<file path="config.mk">
export PLATFORM = sky130hd
export DESIGN_NAME = dwt_watchdog
export DESIGN_NICKNAME = d
export VERILOG_FILES = /design/src/dwt_pkg.sv /design/src/dwt_fixed_timer.sv /design/src/dwt_watchdog.sv
export SDC_FILE = /design/constraint.sdc
export NUM_CORES = 1
export LEC_CHECK = 0
export ABC_AREA = 1
export BUFFER_PORTS_ARGS = -buffer_cell sky130_fd_sc_hd__buf_4
export CORE_AREA = 2 2 100 140
export CTS_CLUSTER_DIAMETER = 30
export DETAILED_ROUTE_END_ITERATION = 10
export DIE_AREA = 0 0 102 142
export SLEW_MARGIN = 25
export SYNTH_ARGS = -nofsm -noshare
export SYNTH_HDL_FRONTEND = slang
export SYNTH_SLANG_ARGS = --single-unit
</file>
<file path="constraint.sdc">
create_clock -name clk_sys -period 4.25 [get_ports clk_sys]
set_input_delay 0.85 -clock clk_sys [delete_from_list [all_inputs] [get_ports clk_sys]]
set_output_delay 0.85 -clock clk_sys [all_outputs]
set_load 0.03 [all_outputs]
</file>
<file path="src/dwt_pkg.sv">
package dwt_pkg;

  // ----------------------------------------------------------------------
  // Register map.
  // ----------------------------------------------------------------------
  localparam logic [11:0] ADDR_TIME_UNIT   = 12'hA65;
  localparam logic [11:0] ADDR_PERIOD      = 12'hA66;
  localparam logic [11:0] ADDR_RESTART_SRC = 12'hA67;
  localparam logic [11:0] ADDR_CTRL_STAT   = 12'hA68;

  // ----------------------------------------------------------------------
  // Field positions.
  // ----------------------------------------------------------------------
  localparam int UNIT_SECONDS_BIT = 7;
  localparam int KBD_RESTART_BIT  = 1;
  localparam int MOUSE_RESTART_BIT = 2;
  localparam int EXPIRED_BIT      = 0;
  localparam int FORCE_BIT        = 2;
  localparam int KEY_EXPIRE_BIT   = 3;

  // ----------------------------------------------------------------------
  // Reset values and masks.
  // ----------------------------------------------------------------------
  localparam logic [7:0] TIME_UNIT_RESET   = 8'h00;
  localparam logic [7:0] PERIOD_RESET      = 8'h00;
  localparam logic [7:0] RESTART_SRC_RESET = 8'h00;
  localparam logic [7:0] TIME_UNIT_MASK    = 8'h83;
  localparam logic [7:0] RESTART_SRC_MASK  = 8'h06;
  localparam logic [7:0] PERIOD_OFF        = 8'h00;
  localparam logic [7:0] LAST_UNIT         = 8'h01;

  // ----------------------------------------------------------------------
  // Timing.
  // ----------------------------------------------------------------------
  localparam longint CLK_HZ           = 100000000;
  localparam longint FIXED_TIMEOUT_MS = 1600;
  localparam longint FIXED_CYCLES     = FIXED_TIMEOUT_MS * CLK_HZ / 1000;
  localparam longint SECOND_CYCLES    = CLK_HZ;
  localparam int     SECONDS_PER_MIN  = 60;

  // ----------------------------------------------------------------------
  // Programmable watchdog states.
  // ----------------------------------------------------------------------
  typedef enum logic [1:0] {
    DWT_OFF,
    DWT_COUNT,
    DWT_EXPIRED
  } dwt_state_e;

endpackage

</file>
<file path="src/dwt_fixed_timer.sv">
`timescale 1ns/10ps
module dwt_fixed_timer #(
  parameter logic [31:0] TIMEOUT_CYCLES = 32'(dwt_pkg::FIXED_CYCLES)
) (
  input  wire logic clk_sys,
  input  wire logic nrst,
  input  wire logic kick,
  output logic      expired
);

  logic [31:0] count;
  logic [31:0] next_count;
  logic        next_expired;

  // --------------------------------------------------------------------
  // Free running supervisor interval, restarted by a kick.
  // --------------------------------------------------------------------
  always_comb begin
    next_count   = count;
    next_expired = 1'b0;
    if (kick) begin
      next_count = 32'h0;
    end else if (count >= TIMEOUT_CYCLES - 32'h1) begin
      next_count   = 32'h0;
      next_expired = 1'b1;
    end else begin
      next_count = count + 32'h1;
    end
  end

  always_ff @(posedge clk_sys) begin
    if (!nrst) begin
      count   <= 32'h0;
      expired <= 1'b0;
    end else begin
      count   <= next_count;
      expired <= next_expired;
    end
  end

endmodule

</file>
<file path="src/dwt_watchdog.sv">
`timescale 1ns/10ps
module dwt_watchdog #(
  parameter logic [31:0] SECOND_CYCLES  = 32'(dwt_pkg::SECOND_CYCLES),
  parameter logic [31:0] FIXED_CYCLES   = 32'(dwt_pkg::FIXED_CYCLES)
) (
  input  wire logic        clk_sys,
  input  wire logic        nrst,
  input  wire logic [11:0] ioAddr,
  input  wire logic [7:0]  ioWrData,
  input  wire logic        ioWr,
  input  wire logic        ioRd,
  output logic      [7:0]  ioRdData,
  input  wire logic        kbdIrq,
  input  wire logic        mouseIrq,
  input  wire logic        keyPress,
  input  wire logic        supervisorKick,
  output logic             resetRequest,
  output logic             fixedExpired
);

  // --------------------------------------------------------------------
  // State.
  // --------------------------------------------------------------------
  logic [7:0]          timeUnit;
  logic [7:0]          period;
  logic [7:0]          restartSrc;
  logic                keyExpireEn;
  logic [7:0]          unitsLeft;
  logic [5:0]          secInMin;
  logic [31:0]         tick;
  logic                expiredFlag;
  dwt_pkg::dwt_state_e state;

  logic [7:0]          next_timeUnit;
  logic [7:0]          next_period;
  logic [7:0]          next_restartSrc;
  logic                next_keyExpireEn;
  logic [7:0]          next_unitsLeft;
  logic [5:0]          next_secInMin;
  logic [31:0]         next_tick;
  logic                next_expiredFlag;
  dwt_pkg::dwt_state_e next_state;
  logic [7:0]          next_ioRdData;
  logic                next_resetRequest;

  logic                fixedPulse;
  logic                wrPeriod;
  logic                restart;
  logic                forceExpire;
  logic                secondTick;
  logic                unitTick;
  logic                unitWrap;
  logic                restartTaken;
  logic                progExpire;

  function automatic logic hit(input logic [11:0] a, input logic [11:0] target);
    hit = (a == target);
  endfunction

  // --------------------------------------------------------------------
  // Fixed interval supervisor.
  // --------------------------------------------------------------------
  dwt_fixed_timer #(
    .TIMEOUT_CYCLES (FIXED_CYCLES)
  ) u_fixed (
    .clk_sys (clk_sys),
    .nrst    (nrst),
    .kick    (supervisorKick),
    .expired (fixedPulse)
  );

  // --------------------------------------------------------------------
  // Event decode.
  // --------------------------------------------------------------------
  always_comb begin
    wrPeriod    = ioWr && hit(ioAddr, dwt_pkg::ADDR_PERIOD);
    restart     = (kbdIrq && restartSrc[dwt_pkg::KBD_RESTART_BIT])
               || (mouseIrq && restartSrc[dwt_pkg::MOUSE_RESTART_BIT]);
    forceExpire = (ioWr && hit(ioAddr, dwt_pkg::ADDR_CTRL_STAT)
                   && ioWrData[dwt_pkg::FORCE_BIT])
               || (keyPress && keyExpireEn);
    secondTick   = (tick >= SECOND_CYCLES - 32'h1);
    unitWrap     = timeUnit[dwt_pkg::UNIT_SECONDS_BIT]
                || (secInMin == 6'(dwt_pkg::SECONDS_PER_MIN - 1));
    unitTick     = secondTick && unitWrap;
    restartTaken = (state == dwt_pkg::DWT_COUNT) && !forceExpire && restart;
    progExpire   = (state == dwt_pkg::DWT_COUNT)
                && (forceExpire || (!restart && unitTick
                    && unitsLeft == dwt_pkg::LAST_UNIT));
  end

  // --------------------------------------------------------------------
  // Register writes.
  // --------------------------------------------------------------------
  always_comb begin
    next_timeUnit    = timeUnit;
    next_period      = period;
    next_restartSrc  = restartSrc;
    next_keyExpireEn = keyExpireEn;
    if (ioWr) begin
      if (hit(ioAddr, dwt_pkg::ADDR_TIME_UNIT)) begin
        next_timeUnit = ioWrData & dwt_pkg::TIME_UNIT_MASK;
      end
      if (hit(ioAddr, dwt_pkg::ADDR_PERIOD)) begin
        next_period = ioWrData;
      end
      if (hit(ioAddr, dwt_pkg::ADDR_RESTART_SRC)) begin
        next_restartSrc = ioWrData & dwt_pkg::RESTART_SRC_MASK;
      end
      if (hit(ioAddr, dwt_pkg::ADDR_CTRL_STAT)) begin
        next_keyExpireEn = ioWrData[dwt_pkg::KEY_EXPIRE_BIT];
      end
    end
  end

  always_ff @(posedge clk_sys) begin
    if (!nrst) begin
      timeUnit    <= dwt_pkg::TIME_UNIT_RESET;
      period      <= dwt_pkg::PERIOD_RESET;
      restartSrc  <= dwt_pkg::RESTART_SRC_RESET;
      keyExpireEn <= 1'b0;
    end else begin
      timeUnit    <= next_timeUnit;
      period      <= next_period;
      restartSrc  <= next_restartSrc;
      keyExpireEn <= next_keyExpireEn;
    end
  end

  // --------------------------------------------------------------------
  // Register reads.
  // --------------------------------------------------------------------
  always_comb begin
    next_ioRdData = ioRdData;
    if (ioRd) begin
      case (ioAddr)
        dwt_pkg::ADDR_TIME_UNIT:   next_ioRdData = timeUnit;
        dwt_pkg::ADDR_PERIOD:      next_ioRdData = period;
        dwt_pkg::ADDR_RESTART_SRC: next_ioRdData = restartSrc;
        dwt_pkg::ADDR_CTRL_STAT:   next_ioRdData = {4'h0, keyExpireEn, 2'h0,
                                                    expiredFlag};
        default:                   next_ioRdData = 8'h00;
      endcase
    end
  end

  always_ff @(posedge clk_sys) begin
    if (!nrst) begin
      ioRdData <= 8'h00;
    end else begin
      ioRdData <= next_ioRdData;
    end
  end

  // --------------------------------------------------------------------
  // Second prescaler.
  // --------------------------------------------------------------------
  always_comb begin
    next_tick     = tick;
    next_secInMin = secInMin;
    if (wrPeriod || restartTaken) begin
      next_tick     = 32'h0;
      next_secInMin = 6'h0;
    end else if (secondTick) begin
      next_tick     = 32'h0;
      next_secInMin = unitWrap ? 6'h0 : secInMin + 6'h1;
    end else begin
      next_tick = tick + 32'h1;
    end
  end

  always_ff @(posedge clk_sys) begin
    if (!nrst) begin
      tick     <= 32'h0;
      secInMin <= 6'h0;
    end else begin
      tick     <= next_tick;
      secInMin <= next_secInMin;
    end
  end

  // --------------------------------------------------------------------
  // Programmable watchdog countdown.
  // --------------------------------------------------------------------
  always_comb begin
    next_state     = state;
    next_unitsLeft = unitsLeft;
    case (state)
      dwt_pkg::DWT_OFF: begin
      end
      dwt_pkg::DWT_COUNT: begin
        if (progExpire) begin
          next_state = dwt_pkg::DWT_EXPIRED;
        end else if (restart) begin
          next_unitsLeft = period;
        end else if (unitTick) begin
          next_unitsLeft = unitsLeft - 8'h01;
        end
      end
      dwt_pkg::DWT_EXPIRED: begin
      end
      default: begin
        next_state = dwt_pkg::DWT_OFF;
      end
    endcase
    if (wrPeriod) begin
      next_unitsLeft = ioWrData;
      if (ioWrData == dwt_pkg::PERIOD_OFF) begin
        next_state = dwt_pkg::DWT_OFF;
      end else begin
        next_state = dwt_pkg::DWT_COUNT;
      end
    end
  end

  always_ff @(posedge clk_sys) begin
    if (!nrst) begin
      state     <= dwt_pkg::DWT_OFF;
      unitsLeft <= 8'h00;
    end else begin
      state     <= next_state;
      unitsLeft <= next_unitsLeft;
    end
  end

  // --------------------------------------------------------------------
  // Expiry status and reset request.
  // --------------------------------------------------------------------
  always_comb begin
    next_resetRequest = fixedPulse || progExpire;
    next_expiredFlag  = expiredFlag || next_resetRequest;
    if (wrPeriod) begin
      next_expiredFlag = next_resetRequest;
    end
  end

  always_ff @(posedge clk_sys) begin
    if (!nrst) begin
      expiredFlag  <= 1'b0;
      resetRequest <= 1'b0;
      fixedExpired <= 1'b0;
    end else begin
      expiredFlag  <= next_expiredFlag;
      resetRequest <= next_resetRequest;
      fixedExpired <= fixedPulse;
    end
  end

endmodule

</file>
== Yosys cells after proc, flatten, opt, wreduce, memory -nomap -nowiden ==
Index checks and enable logic that the tools add are counted.

* Bits in latches: 0
* Input bits: 28
* Bits in writable memories: 0
* Register bits after elaboration: 106
* Memories kept: 0
* ROM bits: 0
* Word-level logic and storage cells: 81

* $lt $le $gt $ge: 2
* Mux-type cells: 13
* Reduce and logical (&&, ||, !) cells: 36
* $mul: 0
* Eq/ne operators: 11
* Div/mod/pow operators: 0
* Bitwise operators: 1
* Shift-type cells: 0
* $add $sub $neg: 4

{| class="wikitable"
|+ Operators with widths
! cell !! count
|-
| 32-bit by 1-bit adder with 32-bit output, second input constant || 2
|-
| 12-bit == test, second input constant || 4
|-
| 8-bit two-way mux || 5
|-
| 32-bit by 27-bit >= comparator with 1-bit output, second input constant || 1
|-
| 32-bit by 28-bit >= comparator with 1-bit output, second input constant || 1
|-
| 8-bit case mux with 4 select lines || 1
|-
| 1-bit logical AND || 12
|-
| 2-bit AND reduction || 5
|-
| 8-bit by 1-bit == test with 1-bit output, second input constant || 1
|-
| 8-bit zero test || 1
|-
| 8-bit by 1-bit subtractor with 8-bit output, second input constant || 1
|-
| 1-bit logical OR || 7
|-
| 6-bit by 1-bit adder with 6-bit output, second input constant || 1
|-
| 6-bit == test, second input constant || 1
|-
| 6-bit two-way mux || 1
|-
| 2-bit OR reduction || 3
|-
| 3-bit OR reduction || 2
|-
| 2-bit two-way mux || 2
|-
| 2-bit case mux with 2 select lines || 1
|-
| 1-bit two-way mux || 3
|-
| 3-bit inequality test, second input constant || 1
|-
| 3-bit AND reduction || 1
|-
| 3-bit nonzero test || 1
|-
| 2-bit by 1-bit == test with 1-bit output, second input constant || 1
|-
| 7 further kinds || 8
|}

== Logic depth before layout (Yosys ltp) ==
Gate-level depths: netlist of run 1.

* Depth in word-level cells: 10
* Gate-level depth with buffers: 14
* Depth with buffers taken out: 14

== Hierarchy ==
From an unflattened synthesis of run 1, not the netlist that was laid out.

* Cell total of the unflattened synthesis: 801
* Area total of the unflattened synthesis: 5701.7 um2

{| class="wikitable"
|+ By module, submodules not included
! module !! cells each !! instances !! area each (um2)
|-
| dwt_watchdog || 528 || 1 || 3847.4
|-
| dwt_fixed_timer || 273 || 1 || 1854.3
|}

== Worst setup path after synthesis of run 1 ==
OpenSTA, ideal clock, no wires.

* Path kind: input to register
* Start: input port ioAddr[8]
* End: register tick[19]
* Library setup time: 0.122 ns
* Stages on the path: 13
* Setup slack: 2.113 ns
* Arrival: 2.015 ns
* Cells stage by stage: nor2_1 > nand3_2 > nor2_4 > inv_2 > nor2_1 > nand2_2 > nand2_2 > inv_2 > nand2_2 > inv_2 > nand2_4 > buf_6 > a21oi_1

* Cells in the longest elaborated chain, start to end: 9
* Elaborated cells between the ends (all ways): 11
* Classes of those cells: eq/ne: 2; reduce/logical: 9

{| class="wikitable"
|+ Ends and longest elaborated chain
! element !! RTL line !! source
|-
| from (decl) || dwt_watchdog.sv:8 || <nowiki>input wire logic [11:0] ioAddr,</nowiki>
|-
| 12-bit == test || dwt_watchdog.sv:57 || <nowiki>hit = (a == target);</nowiki>
|-
| 1-bit logical AND || dwt_watchdog.sv:79 || <nowiki>forceExpire = (ioWr && hit(ioAddr, dwt_pkg::ADDR_CTRL_STAT)</nowiki>
|-
| 1-bit logical AND || dwt_watchdog.sv:80 || <nowiki>&& ioWrData[dwt_pkg::FORCE_BIT])</nowiki>
|-
| 1-bit logical OR || dwt_watchdog.sv:81 || <nowiki>|| (keyPress && keyExpireEn);</nowiki>
|-
| 1-bit zero test || dwt_watchdog.sv:86 || <nowiki>restartTaken = (state == dwt_pkg::DWT_COUNT) && !forceExpire && restart;</nowiki>
|-
| 1-bit logical AND (2 in a row) || dwt_watchdog.sv:86 ||
|-
| 1-bit logical OR * || dwt_watchdog.sv:161 || <nowiki>if (wrPeriod || restartTaken) begin</nowiki>
|-
| 3-bit OR reduction (no source line) * || -- ||
|-
| to (signal assigned) || dwt_watchdog.sv:177 || <nowiki>tick <= next_tick;</nowiki>
|-
| to (decl) || dwt_watchdog.sv:30 || <nowiki>logic [31:0] tick;</nowiki>
|}

Mark *: on every way between the ends. The rest lies on a longest branch, timed or not.
A chain may end at the register's enable or synchronous reset.

== Final worst setup path of run 1 ==
* Start: input port ioAddr[3]
* End: register unitsLeft[3]

* Cells in the longest elaborated chain, start to end: 8
* Elaborated cells between the ends (all ways): 13
* Classes of those cells: eq/ne: 3; mux: 1; reduce/logical: 9

{| class="wikitable"
|+ Ends and longest elaborated chain
! element !! RTL line !! source
|-
| 12-bit == test || dwt_watchdog.sv:57 ||
|-
| 1-bit logical AND || dwt_watchdog.sv:79 ||
|-
| 1-bit logical AND || dwt_watchdog.sv:80 ||
|-
| 1-bit logical OR || dwt_watchdog.sv:81 ||
|-
| 1-bit logical OR || dwt_watchdog.sv:88 || <nowiki>&& (forceExpire || (!restart && unitTick</nowiki>
|-
| 1-bit logical AND || dwt_watchdog.sv:88 ||
|-
| 2-bit inequality test (no source line) || -- ||
|-
| 3-bit AND reduction (no source line) || -- ||
|-
| to (signal assigned) || dwt_watchdog.sv:222 || <nowiki>unitsLeft <= next_unitsLeft;</nowiki>
|-
| to (decl) || dwt_watchdog.sv:28 || <nowiki>logic [7:0] unitsLeft;</nowiki>
|}

Several ways; a longest one is shown, not always the timed one.

==> results.ini, run 1 <==
[timing]
maxSlewViolCount = 0
setup_viol = 0
max_freq_ghz = 0.4625
hold_violations = 0
hold-worst-slack_ns = 0.4492
skew_ns = 0.01437
fin_tns_setup_ns = 0
fin_crit_sh = 0.5087
relSlewSlack = 0.5125
tightestPinTransition_ns = 0.7304
rsz0062_at_grt = false
layout_min_cycle_time_ns = 2.162

[run_status]
status = finished, final reports clean

[power]
p_per_area_nw_per_um2 = 324.3
power_leakage_nw = 2.253
max-vdd-ir-drop_v = 0.0001717

[clock_network]
cts_resized = 0
htreeDepth = 3
cts_buffers = 9
cts.sinks = 106
cts_root_buffer = clkbuf_16
post-cts-setup-buffers = 0
cts_buffer_depth = 2
clk_latency_ns = 0.35
cts_tree = done
clk_pin_slew_worst_paths_ns = 0.07
cts_hold_buf = 0

[die]
core_um2 = 13260
io_pins = 38
die_h_um = 142
start_util = 0.3903
rows = 50
dieWidth_um = 102
die_area_um2 = 14480

[synth]
synth-seq-cells = 106
avgSynthCellArea_um2 = 7.260
synth_flop_cell = dfxtp_1
yosysTopAreaCellShare = 0.4100
yosysSeqAreaShare = 0.4100
syn_area_um2 = 5176
synthDistinctLibCells = 40
synth_cells = 713
yosysWarnings = 0
synth_top_area_cell = dfxtp_1
synthTopCellsByArea = dfxtp_1, nand2_1, nor2_1, inv_1, nand3_1
ys_async_sr_fraction = 0
synth_edf_count = 0

[layout]
syn_to_final_growth_pct = 14.67
multi_input_area_um2 = 2641
nets = 791
layout_common_cells = nand2_1, dfxtp_1, nor2_1, inv_1, nand3_1
final_cells = 944
antenna_cells = 0
fillers = 1412
final_common_cell = nand2_1
design_area_um2 = 5936
ff_latch_area_um2 = 2122
drive_gt1_frac = 0.1247
fin_util = 0.4475

[placed_design]
dp_cells = 929
place.gp.congestion = 0.8757
hpwl_um = 8542
placed_area_um2 = 5633
port_buffers = 37

[worst_setup_path]
critPathKind = in -> reg
crit_start = ioAddr[3]
crit_family = simple AND/OR/NAND/NOR gates
crit_path_end_kind = register
max_stage_delay_ns = 0.29
required_ns = 4.52
cpMaxStageDelayCell = nor3_4
reg2reg_depth = 10
worstPathMaxFanout = 13
path_cells = buf_4 > nor2_1 > nand3_1 > nor3_4 > nand2_2 > inv_1 > nand2_1 > nand2_1 > nand3_1 > a21oi_1
r2r-end = u_fixed.count[18]$_SDFF_PP0_
critPathBufInv = 2
rrSetupSlack_ns = 2.22
critPathArrivalTime_ns = 2.43
r2r_start = u_fixed.count[0]$_SDFF_PP0_
crit_end = unitsLeft[3]$_SDFFE_PN0P_
worst-path-stages = 10
start_kind = input pin

[global_routing]
antenna_found_initial = 0
grt_pass1_vias = 4436
gr-total-overflow = 0
grt_pass1_wl_um = 19590
grt.total_usage = 0.1680
grt_start_max_net_pins = 29

[worst_hold_path]
hp-class = reg -> reg
hold_start = u_fixed.count[0]$_SDFF_PP0_
holdPathStages = 1

[route]
wl_per_cell_um = 12.00
ant_nets = 0
routed_via_density = 4.792
firstDrtPassIters = 5
via_count = 4524
drc = 0
drt-initial-drc-count = 169
drt-total-wl_um = 11330

[flow_run]
cap_viol_max_count = 0

## state kept, by name, indices dropped and copies added, names as in the netlist, 2 cells and up
signal and flops:
tick 32, restartSrc 2, secInMin 6, u_fixed.count 32
unitsLeft 8, period 8, timeUnit 3, state 2
ioRdData 8
## final cells by class
| class | instances | area share |
|---|---|---|
| Clock buffer | 12 | 0.04321 |
| Clock inverter | 3 | 0.007799 |
| Inverter | 97 | 0.06134 |
| Multi-Input combinational cell | 507 | 0.4450 |
| Sequential cell | 106 | 0.3575 |
| Tap cell | 182 | 0.03836 |
| Timing Repair Buffer | 37 | 0.04680 |
## Yosys cell counts, types with 3 or more instances
cell type / count
nand2_1: 139
nor3b_1: 8
xnor2_1: 9
inv_1: 94
a211oi_1: 3
nand3_2: 9
nor2_2: 7
xor2_1: 24
nor2_1: 101
clkbuf_1: 6
nor3_4: 3
dfxtp_1: 106
nand4_1: 13
ha_1: 5
nor3_1: 17
buf_6: 5
o22ai_1: 6
nor4_1: 8
nand3_1: 46
o21ai_0: 29
inv_2: 3
nand2_2: 8
a21oi_1: 38
or2_2: 5
## metrics by stage
step | total power [mW] | worst slack (ns)
finish | 1.925 | 2.088
CTS | 1.959 | 2.108
global route | 2.003 | 1.933
global placement | 1.093 | 1.797
detailed placement | 1.095 | 1.740
floorplan | 1.062 | 2.113
## power by group
group	switching [mW]	leakage, nW	internal [mW]
combinational	0.0382	1.25	0.0268
clock	0.365	0.145	0.488
sequential	0.00419	0.858	1.00
total	0.408	2.25	1.52
## worst min-delay path by stage
stage                                   to  slack [ns]
6_report       u_fixed.count[0]$_SDFF_PP0_        0.45
2_1_floorplan      fixedExpired$_SDFF_PN0_        0.41
3_5_place_dp       fixedExpired$_SDFF_PN0_        0.44
5_1_grt           ioRdData[5]$_SDFFE_PN0P_        0.48
4_1_cts            fixedExpired$_SDFF_PN0_        0.45
3_3_place_gp   u_fixed.count[0]$_SDFF_PP0_        0.43
## cell families (layout without fill, tap and decap cells)
group	count (synthesis)	count (layout)	synth area share
AO/OA/AOI/OAI	84	84	0.08823
other	1	9	0.0007245
AND/OR/NAND/NOR	376	376	0.3476
adder cells (fa/ha/maj)	5	5	0.01209
buffers and inverters	108	149	0.08557
flip-flops	106	106	0.4100
XOR/XNOR	33	33	0.05584
## routing by layer
layer | track usage | part of all wire | vias to the layer above | wire length (um)
met5 | 0 | 0 | - | 0
li1 | - | - | 2364 | -
met3 | 0.03831 | 0.031 | 12 | 354
met2 | 0.2964 | 0.51 | 68 | 5775
met4 | 0.07158 | 0.015 | 0 | 174
met1 | 0.1915 | 0.44 | 2080 | 5022
Power figures use the tool's default switching activity.
==> inputs of run 2 (changes only) <==
- clock period: 4.25 -> 2.04 ns (I/O delays scaled with it)
==> results.ini, run 2 (synthesis results as in run 1) <==
[die]
start_util = 0.3903
die_area_um2 = 14480
rows = 50
die_h_um = 142
dieWidth_um = 102
core_um2 = 13260
io_pins = 38

[clock_network]
cts_tree = done
cts_root_buffer = clkbuf_16
clk_pin_slew_worst_paths_ns = 0.07
cts_buffer_depth = 2
htreeDepth = 3
cts_buffers = 9
cts.sinks = 106
clk_latency_ns = 0.34

[layout]
fin_util = 0.4634
syn_to_final_growth_pct = 18.73
layout_common_cells = nand2_1, dfxtp_1, nor2_1, inv_1, buf_4
drive_gt1_frac = 0.1465
final_common_cell = nand2_1
antenna_cells = 0
nets = 806
design_area_um2 = 6146
top_regs = tick: 32 flops, u_fixed.count: 32 flops

[global_routing]
antenna_found_initial = 0
grt_use_met1 = 0.2002
gr-total-overflow = 0
grt.met3_usage = 0.02554
grt_start_max_net_pins = 29
grt_pass1_wl_um = 19310
grt_pass1_vias = 4422
grt_busiest_layer = met2
grt.total_usage = 0.1643
use_met2 = 0.2867

[timing]
fin_crit_sh = 0.9344
rsz0062_at_grt = true
skew_ns = 0.006051
setup_viol = 0
maxSlewViolCount = 0
hold-worst-slack_ns = 0.3299
layout_min_cycle_time_ns = 1.906
max_freq_ghz = 0.5246
hold_violations = 0
fin_tns_setup_ns = 0

[run_status]
status = finished, final reports clean

[route]
ant_nets = 0
drt-initial-drc-count = 178
drt-total-wl_um = 11530
drc = 0
wl_per_cell_um = 12.01
routed_via_density = 4.792
firstDrtPassIters = 7
via_count = 4600

[power]
finalPower_mw = 4.180
p_per_area_nw_per_um2 = 680.1
power_leakage_nw = 2.347
max-vdd-ir-drop_v = 0.0004197

[flow_run]
cap_viol_max_count = 0

[worst_setup_path]
worstPathMaxFanout = 7
critPathArrivalTime_ns = 2.13
critPathKind = reg -> reg
start_kind = register
required_ns = 2.27
crit_path_end_kind = register

[placed_design]
placed_area_um2 = 5708
port_buffers = 37
hpwl_um = 8532
place.gp.congestion = 0.8815

[worst_hold_path]
hp-class = in -> reg

run 2: timing repair:
| action | in CTS | in global routing |
|---|---|---|
| endpoints found under the setup margin | 0 | 39 |
| buffers inserted | 0 | 2 |
| hold buffers | 0 | 0 |
| resized for setup | 0 | 10 |
run 2: layout make-up:
type	instances	area [um^2]
inverter	97	364.1
timing repair buffer	49	367.9
multi-input combinational	510	2728
sequential	106	2123
fill	1362	7117
tap	182	227.7
clock inverter	5	102.6
clock buffer	11	232.7
run 2: worst max-delay path, cell delays in order, from the launching register on:
cell and delay, ns:
dfxtp_1 0.36, ha_1 0.22, nand3_2 0.15, nor3_4 0.16
nand3_2 0.16, nand3_1 0.12, nand3_1 0.07, nand2_1 0.10
nand2_2 0.17, nand4_4 0.22, a21oi_1 0.06
run 2: metal layers:
metal  wire [um]  vias to the layer above
li1            -                     2412
met1        5080                     2102
met2        5894                       68
met3         303                       18
met4         248                        0
met5           0                        -
run 2: power by group:
group	total (mW)	internal, mW	switching, mW	leakage [nW]
combinational	0.148	0.0612	0.0871	1.33
sequential	2.10	2.09	0.00919	0.859
clock	1.93	1.20	0.736	0.160
run 2: path summary, 6_finish.rpt:
kind	start	to	slack, ns	depth (start not counted)
min reg2reg	tick[0]$_SDFF_PP0_	tick[0]$_SDFF_PP0_	0.43	1
min	ioWrData[2]	period[2]$_SDFFE_PN0P_	0.33	3
max reg2reg	u_fixed.count[0]$_SDFF_PP0_	u_fixed.count[3]$_SDFF_PP0_	0.13	10
max	u_fixed.count[0]$_SDFF_PP0_	u_fixed.count[3]$_SDFF_PP0_	0.13	10
run 2: metrics by stage:
step	setup WS [ns]	std cells
3_3_place_gp	0.1064	939
4_1_cts	0.06108	955
6_report	0.1338	960
2_1_floorplan	0.3399	721
3_5_place_dp	0.06393	939
5_1_grt	-0.05032	960
==> inputs of run 3 (changes only) <==
- CORE_AREA: 2 2 100 140 -> 2 2 104 147
- DIE_AREA: 0 0 102 142 -> 0 0 106 149
- SYNTH_HIERARCHICAL: unset -> 1
==> results.ini, run 3 <==
[worst_setup_path]
crit_path_end_kind = register
cpMaxStageDelayCell = dfxtp_2
start_kind = register
path_cells = ha_2 > nand3_2 > nor2_4 > nand2_2 > nand2_1 > nand2_1 > nand2_2 > nand2_1 > nand2_1 > nand3_2 > nand2_4 > nand2_1 > nand2_1 > nor2_2
worstPathMaxFanout = 6
crit_family = simple AND/OR/NAND/NOR gates
critPathBufInv = 0
max_stage_delay_ns = 0.36
required_ns = 2.28
critPathKind = reg -> reg
cpMostUsedCell = nand2_1
critPathArrivalTime_ns = 2.08

[synth]
synth-seq-cells = 106
yosysMostFrequentCell = nand2_1
synth_flop_cell = dfxtp_1
synthTopCellsByArea = dfxtp_1, nand2_1, inv_1, nor2_1, nor2_2
netlist_top_cells_count = nand2_1, dfxtp_1, inv_1
yosysWarnings = 6
ys_async_sr_fraction = 0
avgSynthCellArea_um2 = 7.118
syn_area_um2 = 5702
synth_edf_count = 0
synth_top_area_cell = dfxtp_1
yosysSeqAreaShare = 0.3722
synth_cells = 801
synthDistinctLibCells = 47
yosysTopAreaCellShare = 0.3722

[timing]
setup_viol = 0
layout_min_cycle_time_ns = 1.838
fin_crit_sh = 0.9010
hold-worst-slack_ns = 0.3185
tightestPinTransition_ns = 0.5138
fin_tns_setup_ns = 0
max_freq_ghz = 0.5441
hold_violations = 0
maxSlewViolCount = 0
rsz0062_at_grt = false
skew_ns = 0.007878
relSlewSlack = 0.6571

[placed_design]
place.gp.congestion = 0.8441
hpwl_um = 9176
port_buffers = 37

[die]
die_h_um = 149
die_area_um2 = 15790
io_pins = 38
rows = 53
start_util = 0.3891
core_um2 = 14660
dieWidth_um = 106

[layout]
antenna_cells = 0
syn_to_final_growth_pct = 15.16
top_regs = tick: 32 flops, u_fixed/count: 32 flops
layout_common_cells = nand2_1, dfxtp_1, inv_1, nor2_1, nor2_2
nets = 891
fin_util = 0.4480
fillers = 1529
drive_gt1_frac = 0.2019
ff_latch_area_um2 = 2123
final_common_cell = nand2_1
multi_input_area_um2 = 3078

[global_routing]
grt_pass1_vias = 4617
antenna_found_initial = 0
grt_start_max_net_pins = 24
grt_pass1_wl_um = 20550
gr-total-overflow = 0
grt.total_usage = 0.1600

[power]
max-vdd-ir-drop_v = 0.0003361
power_leakage_nw = 2.628
p_per_area_nw_per_um2 = 619.1

[worst_hold_path]
hp-class = in -> reg

[route]
drt-total-wl_um = 12020
ant_nets = 0
firstDrtPassIters = 5
via_count = 4869
drt-initial-drc-count = 172
drc = 0
wl_per_cell_um = 11.41
routed_via_density = 4.620

[clock_network]
cts_tree = done
cts_root_buffer = clkbuf_16
cts_hold_buf = 0
cts_buffer_depth = 2
cts_buffers = 9
clk_latency_ns = 0.34
cts.sinks = 106
post-cts-setup-buffers = 0
htreeDepth = 3
clk_pin_slew_worst_paths_ns = 0.07

[flow_run]
cap_viol_max_count = 0

[run_status]
status = finished, final reports clean

-- run 3: cell count changes after synthesis, moves of 7 or more --
cell     change
a21oi_1     -13
inv_1        +9
nand2_1     +59
nor2_2      +42
nor3b_1      -7
o21ai_0      -7
-- run 3: logic make-up after synthesis --
| logic type | after synthesis | share of synthesized area |
|---|---|---|
| AOI/OAI and AO/OA | 67 | 0.06737 |
| xor gates and xnor gates | 32 | 0.04916 |
| adders and majority gates | 5 | 0.01097 |
| and+or+nand+nor | 468 | 0.4060 |
| DFF | 106 | 0.3722 |
| other | 2 | 0.001317 |
| buffers and inverters | 121 | 0.09304 |
-- run 3: metrics by stage --
stage / total power, mW / cells / instance area (um^2) / worst slack [ns]
after floorplan: 2.221 / 808 / 5728 / 0.3332
after global placement: 2.298 / 1039 / 6254 / 0.1639
after detailed placement: 2.297 / 1039 / 6254 / 0.1195
after CTS: 4.131 / 1054 / 6563 / 0.1126
after global routing: 4.219 / 1054 / 6566 / 0.01001
final: 4.065 / 1054 / 6566 / 0.2020
-- run 3: worst paths after layout --
| path | start | to | slack [ns] | cells after the start |
|---|---|---|---|---|
| worst min-delay path | ioRd | ioRdData[5]$_SDFFE_PN0P_ | 0.32 | 2 |
| worst min register to register | tick[0]$_SDFF_PP0_ | tick[0]$_SDFF_PP0_ | 0.43 | 1 |
| worst max register to register | tick[0]$_SDFF_PP0_ | unitsLeft[2]$_SDFFE_PN0P_ | 0.20 | 14 |
| worst max-delay path | tick[0]$_SDFF_PP0_ | unitsLeft[2]$_SDFFE_PN0P_ | 0.20 | 14 |
-- run 3: metal layers --
| metal | up-vias | track usage | wire, um |
|---|---|---|---|
| li1 | 2592 | - | - |
| met1 | 2198 | 0.1928 | 5346 |
| met2 | 61 | 0.2819 | 6076 |
| met3 | 18 | 0.02403 | 332 |
| met4 | 0 | 0.06908 | 267 |
| met5 | - | 0 | 0 |
-- run 3: worst register-to-register path: cells and delay by family, from the launching register on --
kind                     cells  cell delay (ns)
adder cells (fa/ha/maj)      1             0.21
AND/OR/NAND/NOR             13             1.15
flip-flops                   1             0.36
-- run 3: what timing repair did --
| item | 4_1_cts | 5_1_grt |
|---|---|---|
| resized for setup | 0 | 2 |
| endpoints found under the hold margin | 0 | 0 |
| endpoints found under the setup margin | 0 | 9 |
-- run 3: report_power, final --
group | switching (mW) | leakage, nW | total [mW] | internal, mW
clock | 0.750 | 0.145 | 1.82 | 1.07
sequential | 0.00990 | 0.859 | 2.10 | 2.09
combinational | 0.0854 | 1.62 | 0.150 | 0.0642
-- run 3: cell type report --
type,count,share of cell area
Clock buffer,10,0.03487
Clock inverter,5,0.01220
Inverter,110,0.06326
Multi-Input combinational cell,581,0.4687
Sequential cell,106,0.3234
Tap cell,192,0.03659
Timing Repair Buffer,50,0.06098
